File: config.mk
export PLATFORM = sky130hd
export DESIGN_NAME = color_sensor_acquisition_regs
export DESIGN_NICKNAME = d
export VERILOG_FILES = /design/src/verilog/color_acq_pkg.sv /design/src/verilog/step_timer.sv /design/src/verilog/color_sensor_acquisition_regs.sv
export VERILOG_INCLUDE_DIRS = /design/src /design/src/verilog
export SDC_FILE = /design/constraint.sdc
export NUM_CORES = 1
export LEC_CHECK = 0
export BUFFER_PORTS_ARGS = -buffer_cell sky130_fd_sc_hd__buf_2
export CAP_MARGIN = 20
export CORE_UTILIZATION = 37
export DETAILED_ROUTE_END_ITERATION = 7
export GPL_TIMING_DRIVEN = 0
export PLACE_DENSITY_LB_ADDON = 0.2
export SLEW_MARGIN = 15
export SYNTH_ARGS = -nofsm -noshare
export SYNTH_HDL_FRONTEND = slang
export SYNTH_SLANG_ARGS = --single-unit
File: constraint.sdc
create_clock -name mclk -period 2.6 [get_ports mclk]
set_clock_uncertainty 0.2 [all_clocks]
set_input_delay 0.78 -clock mclk [delete_from_list [all_inputs] [get_ports mclk]]
set_output_delay 0.78 -clock mclk [all_outputs]
set_load 0.02 [all_outputs]
File: src/verilog/color_acq_params.svh
/*
  Constants for the colour sensor acquisition register bank: register
  offsets, bit positions, reset values and timing figures.
  Assumes inclusion by bare name from the design files.
*/
`ifndef COLOR_ACQ_PARAMS_SVH
`define COLOR_ACQ_PARAMS_SVH

// ****************************************************************
// register offsets
// ****************************************************************
`define ADDR_INTEG_TIME      8'hd9
`define ADDR_PAUSE_TIME      8'hda
`define ADDR_BANK_SELECT     8'hdb
`define ADDR_N_LOW           8'hdc
`define ADDR_N_HIGH          8'hdd
`define ADDR_Y_LOW           8'hde
`define ADDR_Y_HIGH          8'hdf
`define ADDR_Z_LOW           8'hec
`define ADDR_Z_HIGH          8'hed
`define ADDR_X_LOW           8'hee
`define ADDR_X_HIGH          8'hef
`define ADDR_ACQ_CONTROL     8'hfa

// ****************************************************************
// field positions
// ****************************************************************
`define BIT_LATCH            7
`define BIT_WAIT_EN          3
`define BIT_ACQ_EN           1
`define BIT_POWER            0
`define BIT_BANK             7

// ****************************************************************
// reset values
// ****************************************************************
`define RST_INTEG_TIME       8'hff
`define RST_PAUSE_TIME       8'hff
`define RST_CTRL_BIT         1'b0
`define RST_BANK             1'b0
`define RST_RESULT           16'h0000
`define RST_RDATA            8'h00
`define READ_UNMAPPED        8'h00

// ****************************************************************
// timing
// ****************************************************************
`define UNIT_TIME_NS         2800000
`define CLK_PERIOD_NS        50
`define UNIT_CYCLES          (`UNIT_TIME_NS / `CLK_PERIOD_NS)
`define STEP_BASE            9'h100

`endif

File: src/verilog/color_acq_pkg.sv
/*
  Types shared by the acquisition register bank and its step timer.
  Assumes the params header is compiled alongside.
*/
`default_nettype none
package color_acq_pkg;

  // one set of four channel results
  typedef struct packed {
    logic [15:0] n;
    logic [15:0] y;
    logic [15:0] z;
    logic [15:0] x;
  } result_set_s;

  // host-visible control bits of the acquisition control register
  typedef struct packed {
    logic latch;
    logic wait_en;
    logic acq_en;
    logic power;
  } acq_ctrl_s;

  typedef enum logic [2:0] {
    ST_IDLE  = 3'b001,
    ST_INTEG = 3'b010,
    ST_PAUSE = 3'b100
  } acq_state_e;

endpackage
`default_nettype wire

File: src/verilog/step_timer.sv
/*
  Counts a number of 2.8 ms steps and pulses done on the last cycle.
  Assumes start is a one-cycle pulse from the sequencer on the same clock.
*/
`timescale 1ns/1ps
`default_nettype none
`include "color_acq_params.svh"
module step_timer
  import color_acq_pkg::*;
#(
  parameter int UNIT_CYC = `UNIT_CYCLES
) (
  input  wire logic       mclk,     // system clock
  input  wire logic       nrst,     // async reset, active low
  input  wire logic       start,    // load and begin counting
  input  wire logic       abort,    // stop counting
  input  wire logic [8:0] steps,    // number of steps, 1..256
  output logic            busy,     // counting
  output logic            done      // last cycle of the interval
);

  logic [31:0] sub_r;
  logic [31:0] sub_nxt;
  logic [8:0]  rem_r;
  logic [8:0]  rem_nxt;
  logic        busy_r;
  logic        busy_nxt;
  logic        last_sub;

  assign last_sub = (sub_r == 32'(UNIT_CYC - 1));
  assign busy     = busy_r;
  assign done     = busy_r && last_sub && (rem_r == 9'h001);

  always_comb begin
    sub_nxt  = sub_r;
    rem_nxt  = rem_r;
    busy_nxt = busy_r;
    if (abort) begin
      busy_nxt = 1'b0;
      sub_nxt  = 32'h0000_0000;
    end else if (start) begin
      busy_nxt = 1'b1;
      sub_nxt  = 32'h0000_0000;
      rem_nxt  = steps;
    end else if (busy_r) begin
      if (last_sub) begin
        sub_nxt = 32'h0000_0000;
        rem_nxt = rem_r - 9'h001;
        if (rem_r == 9'h001) begin
          busy_nxt = 1'b0;
        end
      end else begin
        sub_nxt = sub_r + 32'h0000_0001;
      end
    end
  end

  always_ff @(posedge mclk or negedge nrst) begin
    if (!nrst) begin
      sub_r  <= 32'h0000_0000;
      rem_r  <= 9'h000;
      busy_r <= 1'b0;
    end else begin
      sub_r  <= sub_nxt;
      rem_r  <= rem_nxt;
      busy_r <= busy_nxt;
    end
  end

endmodule
`default_nettype wire

File: src/verilog/color_sensor_acquisition_regs.sv
/*
  Acquisition control and result registers of the colour sensor, with the
  integration / pause sequencer. Registers are reached through the
  register port of the two-wire slave; the analog front end delivers
  the four converted results on the same clock.
*/
// Function
// - The pause register is 8 bits, resets to 0xFF, and the pause lasts (256 - value) x 2.8 ms.
// - The pause is inserted between acquisitions only while the wait-enable bit 3 is set.
// - Acquisitions run only while acquisition-enable bit 1 is set; bit and register reset to 0.
// - With latch bit 7 set, results are copied into the readable registers when an acquisition ends.
// - Channel N reads as low byte 0xDC and high 0xDD, Y as low 0xDE and high 0xDF, read only.
// - Z reads as low byte 0xEC and high 0xED, X as low 0xEE and high 0xEF, read only.
// - Integration lasts (256 - value) x 2.8 ms, value at 0xD9 resetting to 0xFF.
// - Bank bit 7 at 0xDB picks the channel set routed to the results, 1 meaning X, Y, Z and NIR.
`timescale 1ns/1ps
`default_nettype none
`include "color_acq_params.svh"
module color_sensor_acquisition_regs
  import color_acq_pkg::*;
#(
  parameter int UNIT_CYC = `UNIT_CYCLES
) (
  input  wire logic        mclk,         // system clock, 20 MHz
  input  wire logic        nrst,         // async reset, active low
  input  wire logic [7:0]  reg_addr,     // register offset
  input  wire logic [7:0]  reg_wdata,    // write data
  input  wire logic        reg_wr,       // write strobe, one cycle
  input  wire logic        reg_rd,       // read strobe, one cycle
  output logic      [7:0]  reg_rdata,    // read data, next cycle
  output logic             reg_rvalid,   // read data valid pulse
  input  wire result_set_s afe_result,   // live converted results
  output logic             bank_mode,    // channel set to front end
  output logic             power_on,     // power bit to analog
  output logic             integrating,  // integration in progress
  output logic             acq_done      // acquisition end pulse
);

  // ****************************************************************
  // registers
  // ****************************************************************
  logic [7:0]  integ_time_r;
  logic [7:0]  integ_time_nxt;
  logic [7:0]  pause_time_r;
  logic [7:0]  pause_time_nxt;
  logic        bank_r;
  logic        bank_nxt;
  acq_ctrl_s   ctrl_r;
  acq_ctrl_s   ctrl_nxt;
  result_set_s result_r;
  result_set_s result_nxt;
  logic [7:0]  rdata_r;
  logic [7:0]  rdata_nxt;
  logic        rvalid_r;
  logic        rvalid_nxt;
  acq_state_e  state_r;
  acq_state_e  state_nxt;
  logic        tmr_start;
  logic        tmr_abort;
  logic [8:0]  tmr_steps;
  logic        tmr_busy;
  logic        tmr_done;
  logic        integ_end;

  // ****************************************************************
  // register writes
  // ****************************************************************
  always_comb begin
    integ_time_nxt = integ_time_r;
    pause_time_nxt = pause_time_r;
    bank_nxt       = bank_r;
    ctrl_nxt       = ctrl_r;
    if (reg_wr) begin
      case (reg_addr)
        `ADDR_INTEG_TIME:  integ_time_nxt = reg_wdata;
        `ADDR_PAUSE_TIME:  pause_time_nxt = reg_wdata;
        `ADDR_BANK_SELECT: bank_nxt = reg_wdata[`BIT_BANK];
        `ADDR_ACQ_CONTROL: begin
          // reserved bits are dropped and read back as zero
          ctrl_nxt.latch   = reg_wdata[`BIT_LATCH];
          ctrl_nxt.wait_en = reg_wdata[`BIT_WAIT_EN];
          ctrl_nxt.acq_en  = reg_wdata[`BIT_ACQ_EN];
          ctrl_nxt.power   = reg_wdata[`BIT_POWER];
        end
        default: ;
      endcase
    end
  end

  always_ff @(posedge mclk or negedge nrst) begin
    if (!nrst) begin
      integ_time_r <= `RST_INTEG_TIME;
      pause_time_r <= `RST_PAUSE_TIME;
      bank_r       <= `RST_BANK;
      ctrl_r       <= '{`RST_CTRL_BIT, `RST_CTRL_BIT, `RST_CTRL_BIT, `RST_CTRL_BIT};
    end else begin
      integ_time_r <= integ_time_nxt;
      pause_time_r <= pause_time_nxt;
      bank_r       <= bank_nxt;
      ctrl_r       <= ctrl_nxt;
    end
  end

  assign bank_mode = bank_r;
  assign power_on  = ctrl_r.power;

  // ****************************************************************
  // sequencer
  // ****************************************************************
  assign integ_end = (state_r == ST_INTEG) && tmr_done;

  always_comb begin
    state_nxt = state_r;
    tmr_start = 1'b0;
    tmr_abort = 1'b0;
    tmr_steps = `STEP_BASE - {1'b0, integ_time_r};
    if (!ctrl_r.acq_en) begin
      state_nxt = ST_IDLE;
      tmr_abort = 1'b1;
    end else begin
      case (state_r)
        ST_IDLE: begin
          tmr_start = 1'b1;
          state_nxt = ST_INTEG;
        end
        ST_INTEG: begin
          if (tmr_done) begin
            tmr_start = 1'b1;
            if (ctrl_r.wait_en) begin
              tmr_steps = `STEP_BASE - {1'b0, pause_time_r};
              state_nxt = ST_PAUSE;
            end else begin
              state_nxt = ST_INTEG;
            end
          end
        end
        ST_PAUSE: begin
          if (tmr_done) begin
            tmr_start = 1'b1;
            state_nxt = ST_INTEG;
          end
        end
        default: begin
          state_nxt = ST_IDLE;
        end
      endcase
    end
  end

  always_ff @(posedge mclk or negedge nrst) begin
    if (!nrst) begin
      state_r <= ST_IDLE;
    end else begin
      state_r <= state_nxt;
    end
  end

  step_timer #(
    .UNIT_CYC (UNIT_CYC)
  ) u_timer (
    .mclk  (mclk),
    .nrst  (nrst),
    .start (tmr_start),
    .abort (tmr_abort),
    .steps (tmr_steps),
    .busy  (tmr_busy),
    .done  (tmr_done)
  );

  assign integrating = (state_r == ST_INTEG);
  assign acq_done    = integ_end;

  // ****************************************************************
  // results: held at acquisition end when latched, else live
  // ****************************************************************
  always_comb begin
    result_nxt = result_r;
    if (!ctrl_r.latch || integ_end) begin
      result_nxt = afe_result;
    end
  end

  always_ff @(posedge mclk or negedge nrst) begin
    if (!nrst) begin
      result_r <= '{`RST_RESULT, `RST_RESULT, `RST_RESULT, `RST_RESULT};
    end else begin
      result_r <= result_nxt;
    end
  end

  // ****************************************************************
  // register reads
  // ****************************************************************
  always_comb begin
    rdata_nxt  = rdata_r;
    rvalid_nxt = reg_rd;
    if (reg_rd) begin
      case (reg_addr)
        `ADDR_INTEG_TIME:  rdata_nxt = integ_time_r;
        `ADDR_PAUSE_TIME:  rdata_nxt = pause_time_r;
        `ADDR_BANK_SELECT: rdata_nxt = {bank_r, 7'h00};
        `ADDR_ACQ_CONTROL: rdata_nxt = {ctrl_r.latch, 3'h0, ctrl_r.wait_en, 1'b0, ctrl_r.acq_en, ctrl_r.power};
        `ADDR_N_LOW:       rdata_nxt = result_r.n[7:0];
        `ADDR_N_HIGH:      rdata_nxt = result_r.n[15:8];
        `ADDR_Y_LOW:       rdata_nxt = result_r.y[7:0];
        `ADDR_Y_HIGH:      rdata_nxt = result_r.y[15:8];
        `ADDR_Z_LOW:       rdata_nxt = result_r.z[7:0];
        `ADDR_Z_HIGH:      rdata_nxt = result_r.z[15:8];
        `ADDR_X_LOW:       rdata_nxt = result_r.x[7:0];
        `ADDR_X_HIGH:      rdata_nxt = result_r.x[15:8];
        default:           rdata_nxt = `READ_UNMAPPED;
      endcase
    end
  end

  always_ff @(posedge mclk or negedge nrst) begin
    if (!nrst) begin
      rdata_r  <= `RST_RDATA;
      rvalid_r <= 1'b0;
    end else begin
      rdata_r  <= rdata_nxt;
      rvalid_r <= rvalid_nxt;
    end
  end

  assign reg_rdata  = rdata_r;
  assign reg_rvalid = rvalid_r;

  // ****************************************************************
  // checks
  // ****************************************************************
  logic [31:0] phase_cyc_r;
  logic [31:0] phase_cyc_nxt;
  logic [8:0]  phase_steps_r;
  logic [8:0]  phase_steps_nxt;

  // cycles spent in the current timed phase
  always_comb begin
    phase_cyc_nxt   = phase_cyc_r + 32'h0000_0001;
    phase_steps_nxt = phase_steps_r;
    if (tmr_start) begin
      phase_cyc_nxt   = 32'h0000_0000;
      phase_steps_nxt = tmr_steps;
    end
  end

  always_ff @(posedge mclk or negedge nrst) begin
    if (!nrst) begin
      phase_cyc_r   <= 32'h0000_0000;
      phase_steps_r <= 9'h000;
    end else begin
      phase_cyc_r   <= phase_cyc_nxt;
      phase_steps_r <= phase_steps_nxt;
    end
  end
endmodule
`default_nettype wire

==> reports/qor.log <==
qor: drt.drtAntennaViolNets 0
qor: clocking.cts_num_sinks 139
qor: global_routing.vias_in_the_first_global_route 5,776
qor: finish.finish.net_count 869
qor: synth.synth_enable_flop_cells 0
qor: drt.remaining_drc_errors 0
qor: global_routing.first_pass_grt_wire_length 31.3 mm
qor: synth.netlist.top_cell.by_area sky130_fd_sc_hd__dfrtp_1
qor: synth.ys_ff_latch 139
qor: sta.setup_tns_final -1.70 ns
qor: drt.vias 5,628
qor: place.gp_congestion 0.899
qor: finish.finalNonFillerCells 1,056
qor: sta.post-route-period-util 112%
qor: flow_run.max_cap_viol_count 0
qor: synth.yosysWarningCount 0
qor: sta.max-slew-margin-rel 56.9%
qor: drt.drt-initial-drc-count 409
qor: setup_path.worstReg2RegStart u_timer.sub_r[20]$_DFFE_PN0P_
qor: sta.report.final.slew_viol_count 0
qor: setup_path.setup.worst_path.start u_timer.sub_r[20]$_DFFE_PN0P_
qor: place.io_buffer_count 92
qor: clocking.worstSkewPairLatency 0.43 ns
qor: synth.synth_async_sr_flop_share 100%
qor: die.fp.coreArea 18,800 um2
qor: setup_path.worst_ep_arrival_time 1.93 ns
qor: setup_path.rr_endpoint u_timer.rem_r[7]$_DFFE_PN0P_
qor: die.ios 97
qor: synth.synth.area.top_cells sky130_fd_sc_hd__dfrtp_1 43%, sky130_fd_sc_hd__mux2_2 12%, sky130_fd_sc_hd__dfstp_2 6.2%
qor: synth.synth_compound_gate_area_share 9.85%
qor: synth.post_synth_and_or_nand_nor_area_fraction 15.5%
qor: setup_path.critical_path_source_type flop
qor: drt.via_density_per_instance 5.33
qor: synth.synth.yosys.seq_area_share 48.9%
qor: clocking.cts-root-buf sky130_fd_sc_hd__clkbuf_16
qor: global_routing.initial_antenna_violation_count 1
qor: finish.area_delta_synth_final 24.0%
qor: synth.yosys.area_share.xor_xnor 4.89%
qor: global_routing.maximum_number_of_pins_on_one_net_before_global_route_repair 92
qor: synth.synthesis.area_per_instance 11.0 um2
qor: die.die_width 141 um
qor: finish.layout-drive-gt1-share 37.5%
qor: synth.yosys_most_used_dff sky130_fd_sc_hd__dfrtp_1
qor: place.place_inst 1,007
qor: power_and_ir_drop.irDropWorstVdd 0.408 mV
qor: setup_path.timing.critical_path.required 1.62 ns
qor: place.pre_cts_slack -0.780 ns
qor: sta.timing_worst_slew_pin_value 0.643 ns
qor: clocking.clockBufferDepth 2
qor: power_and_ir_drop.p_leak 3.74 nW
qor: setup_path.worst_r2r_path_depth 10
qor: die.die_area 19,900 um2
qor: setup_path.cp_max_fo 3
qor: power_and_ir_drop.cellPowerDensity 604 nW/um2
qor: clocking.htreeDepth 4
qor: synth.synthMuxAreaShare 16.2%
qor: die.initial_utilization 38.0%
qor: hold_path.hold_path.class input port to async pin
qor: synth.main_combinational_cell_family_by_area_after_synthesis multiplexers
qor: sta.post-route-min-period 2.91 ns
qor: drt.route.detailed.wl_per_inst 18.3 um
qor: power_and_ir_drop.totalPowerFinal 0.00536 W
qor: setup_path.end_kind output port
qor: synth.synth.net_count 743
qor: clocking.tritoncts built
qor: drt.drt_pre_antenna_iters 5
qor: synth.syn-instance-count 654
qor: outcome.outcome finished, violations left
qor: sta.fin_ws -0.310 ns
qor: sta.grt_setup_unrepaired true
qor: global_routing.grt_use_total 20.5%
qor: synth.yosysUniqueCellTypes 67
qor: setup_path.worst-setup-path-type flop to output port
qor: sta.timing.fmax 344 MHz
qor: sta.worst_hold_slack 0.0418 ns
qor: clocking.clk_pin_slew_worst_paths 0.06 ns
qor: clocking.tritoncts.num_buffers 17
qor: drt.postRouteWirelength 19.4 mm
qor: die.row_count 50
qor: sta.finalHoldViolCount 0
qor: global_routing.overflow 0
qor: outcome.failing_checks setup timing
qor: sta.finalSetupViolCount 66
qor: setup_path.reg2reg_slack -0.05 ns
qor: synth.netlist.area_leader.share 42.6%
qor: clocking.cts_hold_buffers 0
qor: place.detailedPlacementHpwl 14.1 mm
qor: synth.yosys.area_share.adder 0.874%
qor: synth.netlist_area 7160 um2
qor: die.die-height 141 um
==> metal layers <==
metal | up-vias | share of wire, % | GRT usage, %
li1 | 2646 | - | -
met2 | 135 | 49 | 33.3
met5 | - | 0 | 0
met3 | 21 | 4.5 | 4.93
met4 | 0 | 1.4 | 6.01
met1 | 2826 | 45 | 27.2
==> report_power, final <==
group	total, W	switching [W]	internal (W)	leakage, nW
clock	0.00231	0.00106	0.00125	0.259
combinational	0.000633	0.000326	0.000307	1.78
sequential	0.00242	0.000117	0.00230	1.70
total	0.00536	0.00150	0.00386	3.74
==> placed cells by master, fill, tap and decap left out, drive strengths merged, types with 7 or more instances in the layout <==
cell,Yosys,final
xor2,24,24
nand2,37,37
buf,18,127
nor3,21,21
clkbuf,9,24
mux2i,17,17
nand3,25,25
o21ai,18,18
nor4,11,11
a221o,7,7
a22oi,15,15
inv,22,30
mux2,84,84
o22ai,12,12
xnor2,16,16
and3,11,11
nor2,73,73
and2,7,7
dfrtp,122,122
dfstp,17,17
a21oi,14,14
nand4,11,11
==> cells by family (layout without fill, tap and decap cells) <==
kind of cell | count (synthesis) | after routing
AND/OR/NAND/NOR | 219 | 219
multiplexers | 103 | 103
XOR/XNOR | 40 | 40
other | 0 | 3
AO/OA/AOI/OAI | 99 | 99
adder cells (fa/ha/maj) | 5 | 5
flip-flops | 139 | 139
buffers and inverters | 49 | 188
==> how the worst max path moves through the flow <==
stage | to | cells past startpoint | slack [ns]
after floorplan | integ_time_r[2]$_DFFE_PN1P_ | 7 | 0.01
after global placement | result_r[5]$_DFFE_PN0P_ | 1 | -1.40
after detailed placement | reg_rdata[3]$_DFFE_PN0P_ | 8 | -0.78
after CTS | acq_done | 6 | -0.33
after global routing | acq_done | 6 | -0.41
final | acq_done | 6 | -0.31
==> cell usage after synthesis, types with 3 or more instances <==
cell	instances
sky130_fd_sc_hd__dfrtp_1	122
sky130_fd_sc_hd__mux2_2	79
sky130_fd_sc_hd__nor2_1	73
sky130_fd_sc_hd__nand2_1	37
sky130_fd_sc_hd__nand3_1	25
sky130_fd_sc_hd__xor2_1	24
sky130_fd_sc_hd__inv_1	22
sky130_fd_sc_hd__nor3_1	19
sky130_fd_sc_hd__dfstp_2	17
sky130_fd_sc_hd__mux2i_1	17
sky130_fd_sc_hd__o21ai_0	16
sky130_fd_sc_hd__xnor2_1	16
sky130_fd_sc_hd__a22oi_1	15
sky130_fd_sc_hd__a21oi_1	13
sky130_fd_sc_hd__o22ai_1	12
sky130_fd_sc_hd__and3_1	11
sky130_fd_sc_hd__nor4_1	11
sky130_fd_sc_hd__nand4_1	10
sky130_fd_sc_hd__buf_2	9
sky130_fd_sc_hd__clkbuf_1	8
sky130_fd_sc_hd__a221o_1	7
sky130_fd_sc_hd__and2_1	6
sky130_fd_sc_hd__buf_8	6
sky130_fd_sc_hd__and4_1	5
sky130_fd_sc_hd__ha_1	5
sky130_fd_sc_hd__mux2_1	5
sky130_fd_sc_hd__a31oi_1	4
sky130_fd_sc_hd__a2111oi_0	3
sky130_fd_sc_hd__a21o_1	3
sky130_fd_sc_hd__a221oi_1	3
sky130_fd_sc_hd__a22o_1	3
sky130_fd_sc_hd__nor2b_1	3
==> critical path, cell delays in order, from the launching register on <==
cell                      delay (ns)
sky130_fd_sc_hd__dfrtp_1        0.42
sky130_fd_sc_hd__nor4_2         0.31
sky130_fd_sc_hd__nand2_1        0.13
sky130_fd_sc_hd__nor3_4         0.27
sky130_fd_sc_hd__nand4_4        0.14
sky130_fd_sc_hd__nor2_2         0.12
sky130_fd_sc_hd__buf_6          0.12
==> area by class of cell <==
type,count,area [um2]
Antenna cell,3,7.51
Buffer,25,219
Clock buffer,17,425
Clock inverter,15,133
Fill cell,1772,9950
Inverter,22,82.6
Multi-Input combinational cell,466,3540
Sequential cell,139,3500
Tap cell,260,325
Timing Repair Buffer,109,644
==> registers in the layout, indices dropped and copies added, names as in the netlist <==
| register | cells |
|---|---|
| ctrl_r | 3 |
| u_timer.sub_r | 32 |
| u_timer.busy | 1 |
| reg_rdata | 8 |
| state_r | 3 |
| bank_mode | 1 |
| pause_time_r | 8 |
| reg_rvalid | 1 |
| integ_time_r | 8 |
| result_r | 64 |
| u_timer.rem_r | 9 |
| power_on | 1 |
==> what timing repair did <==
item	CTS	global route
endpoints found under the setup margin	100	105
pin swaps	5	6
gates resized for setup	21	38
setup buffers	11	4
gates cloned	0	1
endpoints found under the hold margin	0	0
==> stage by stage <==
step                util [%]  area, um2
floorplan                  -       7170
global placement        42.2       7960
detailed placement      42.5       8000
CTS                     46.3       8730
global route            47.1       8870
finish                  47.2       8880
No activity file was read; power rests on OpenSTA's default activity.
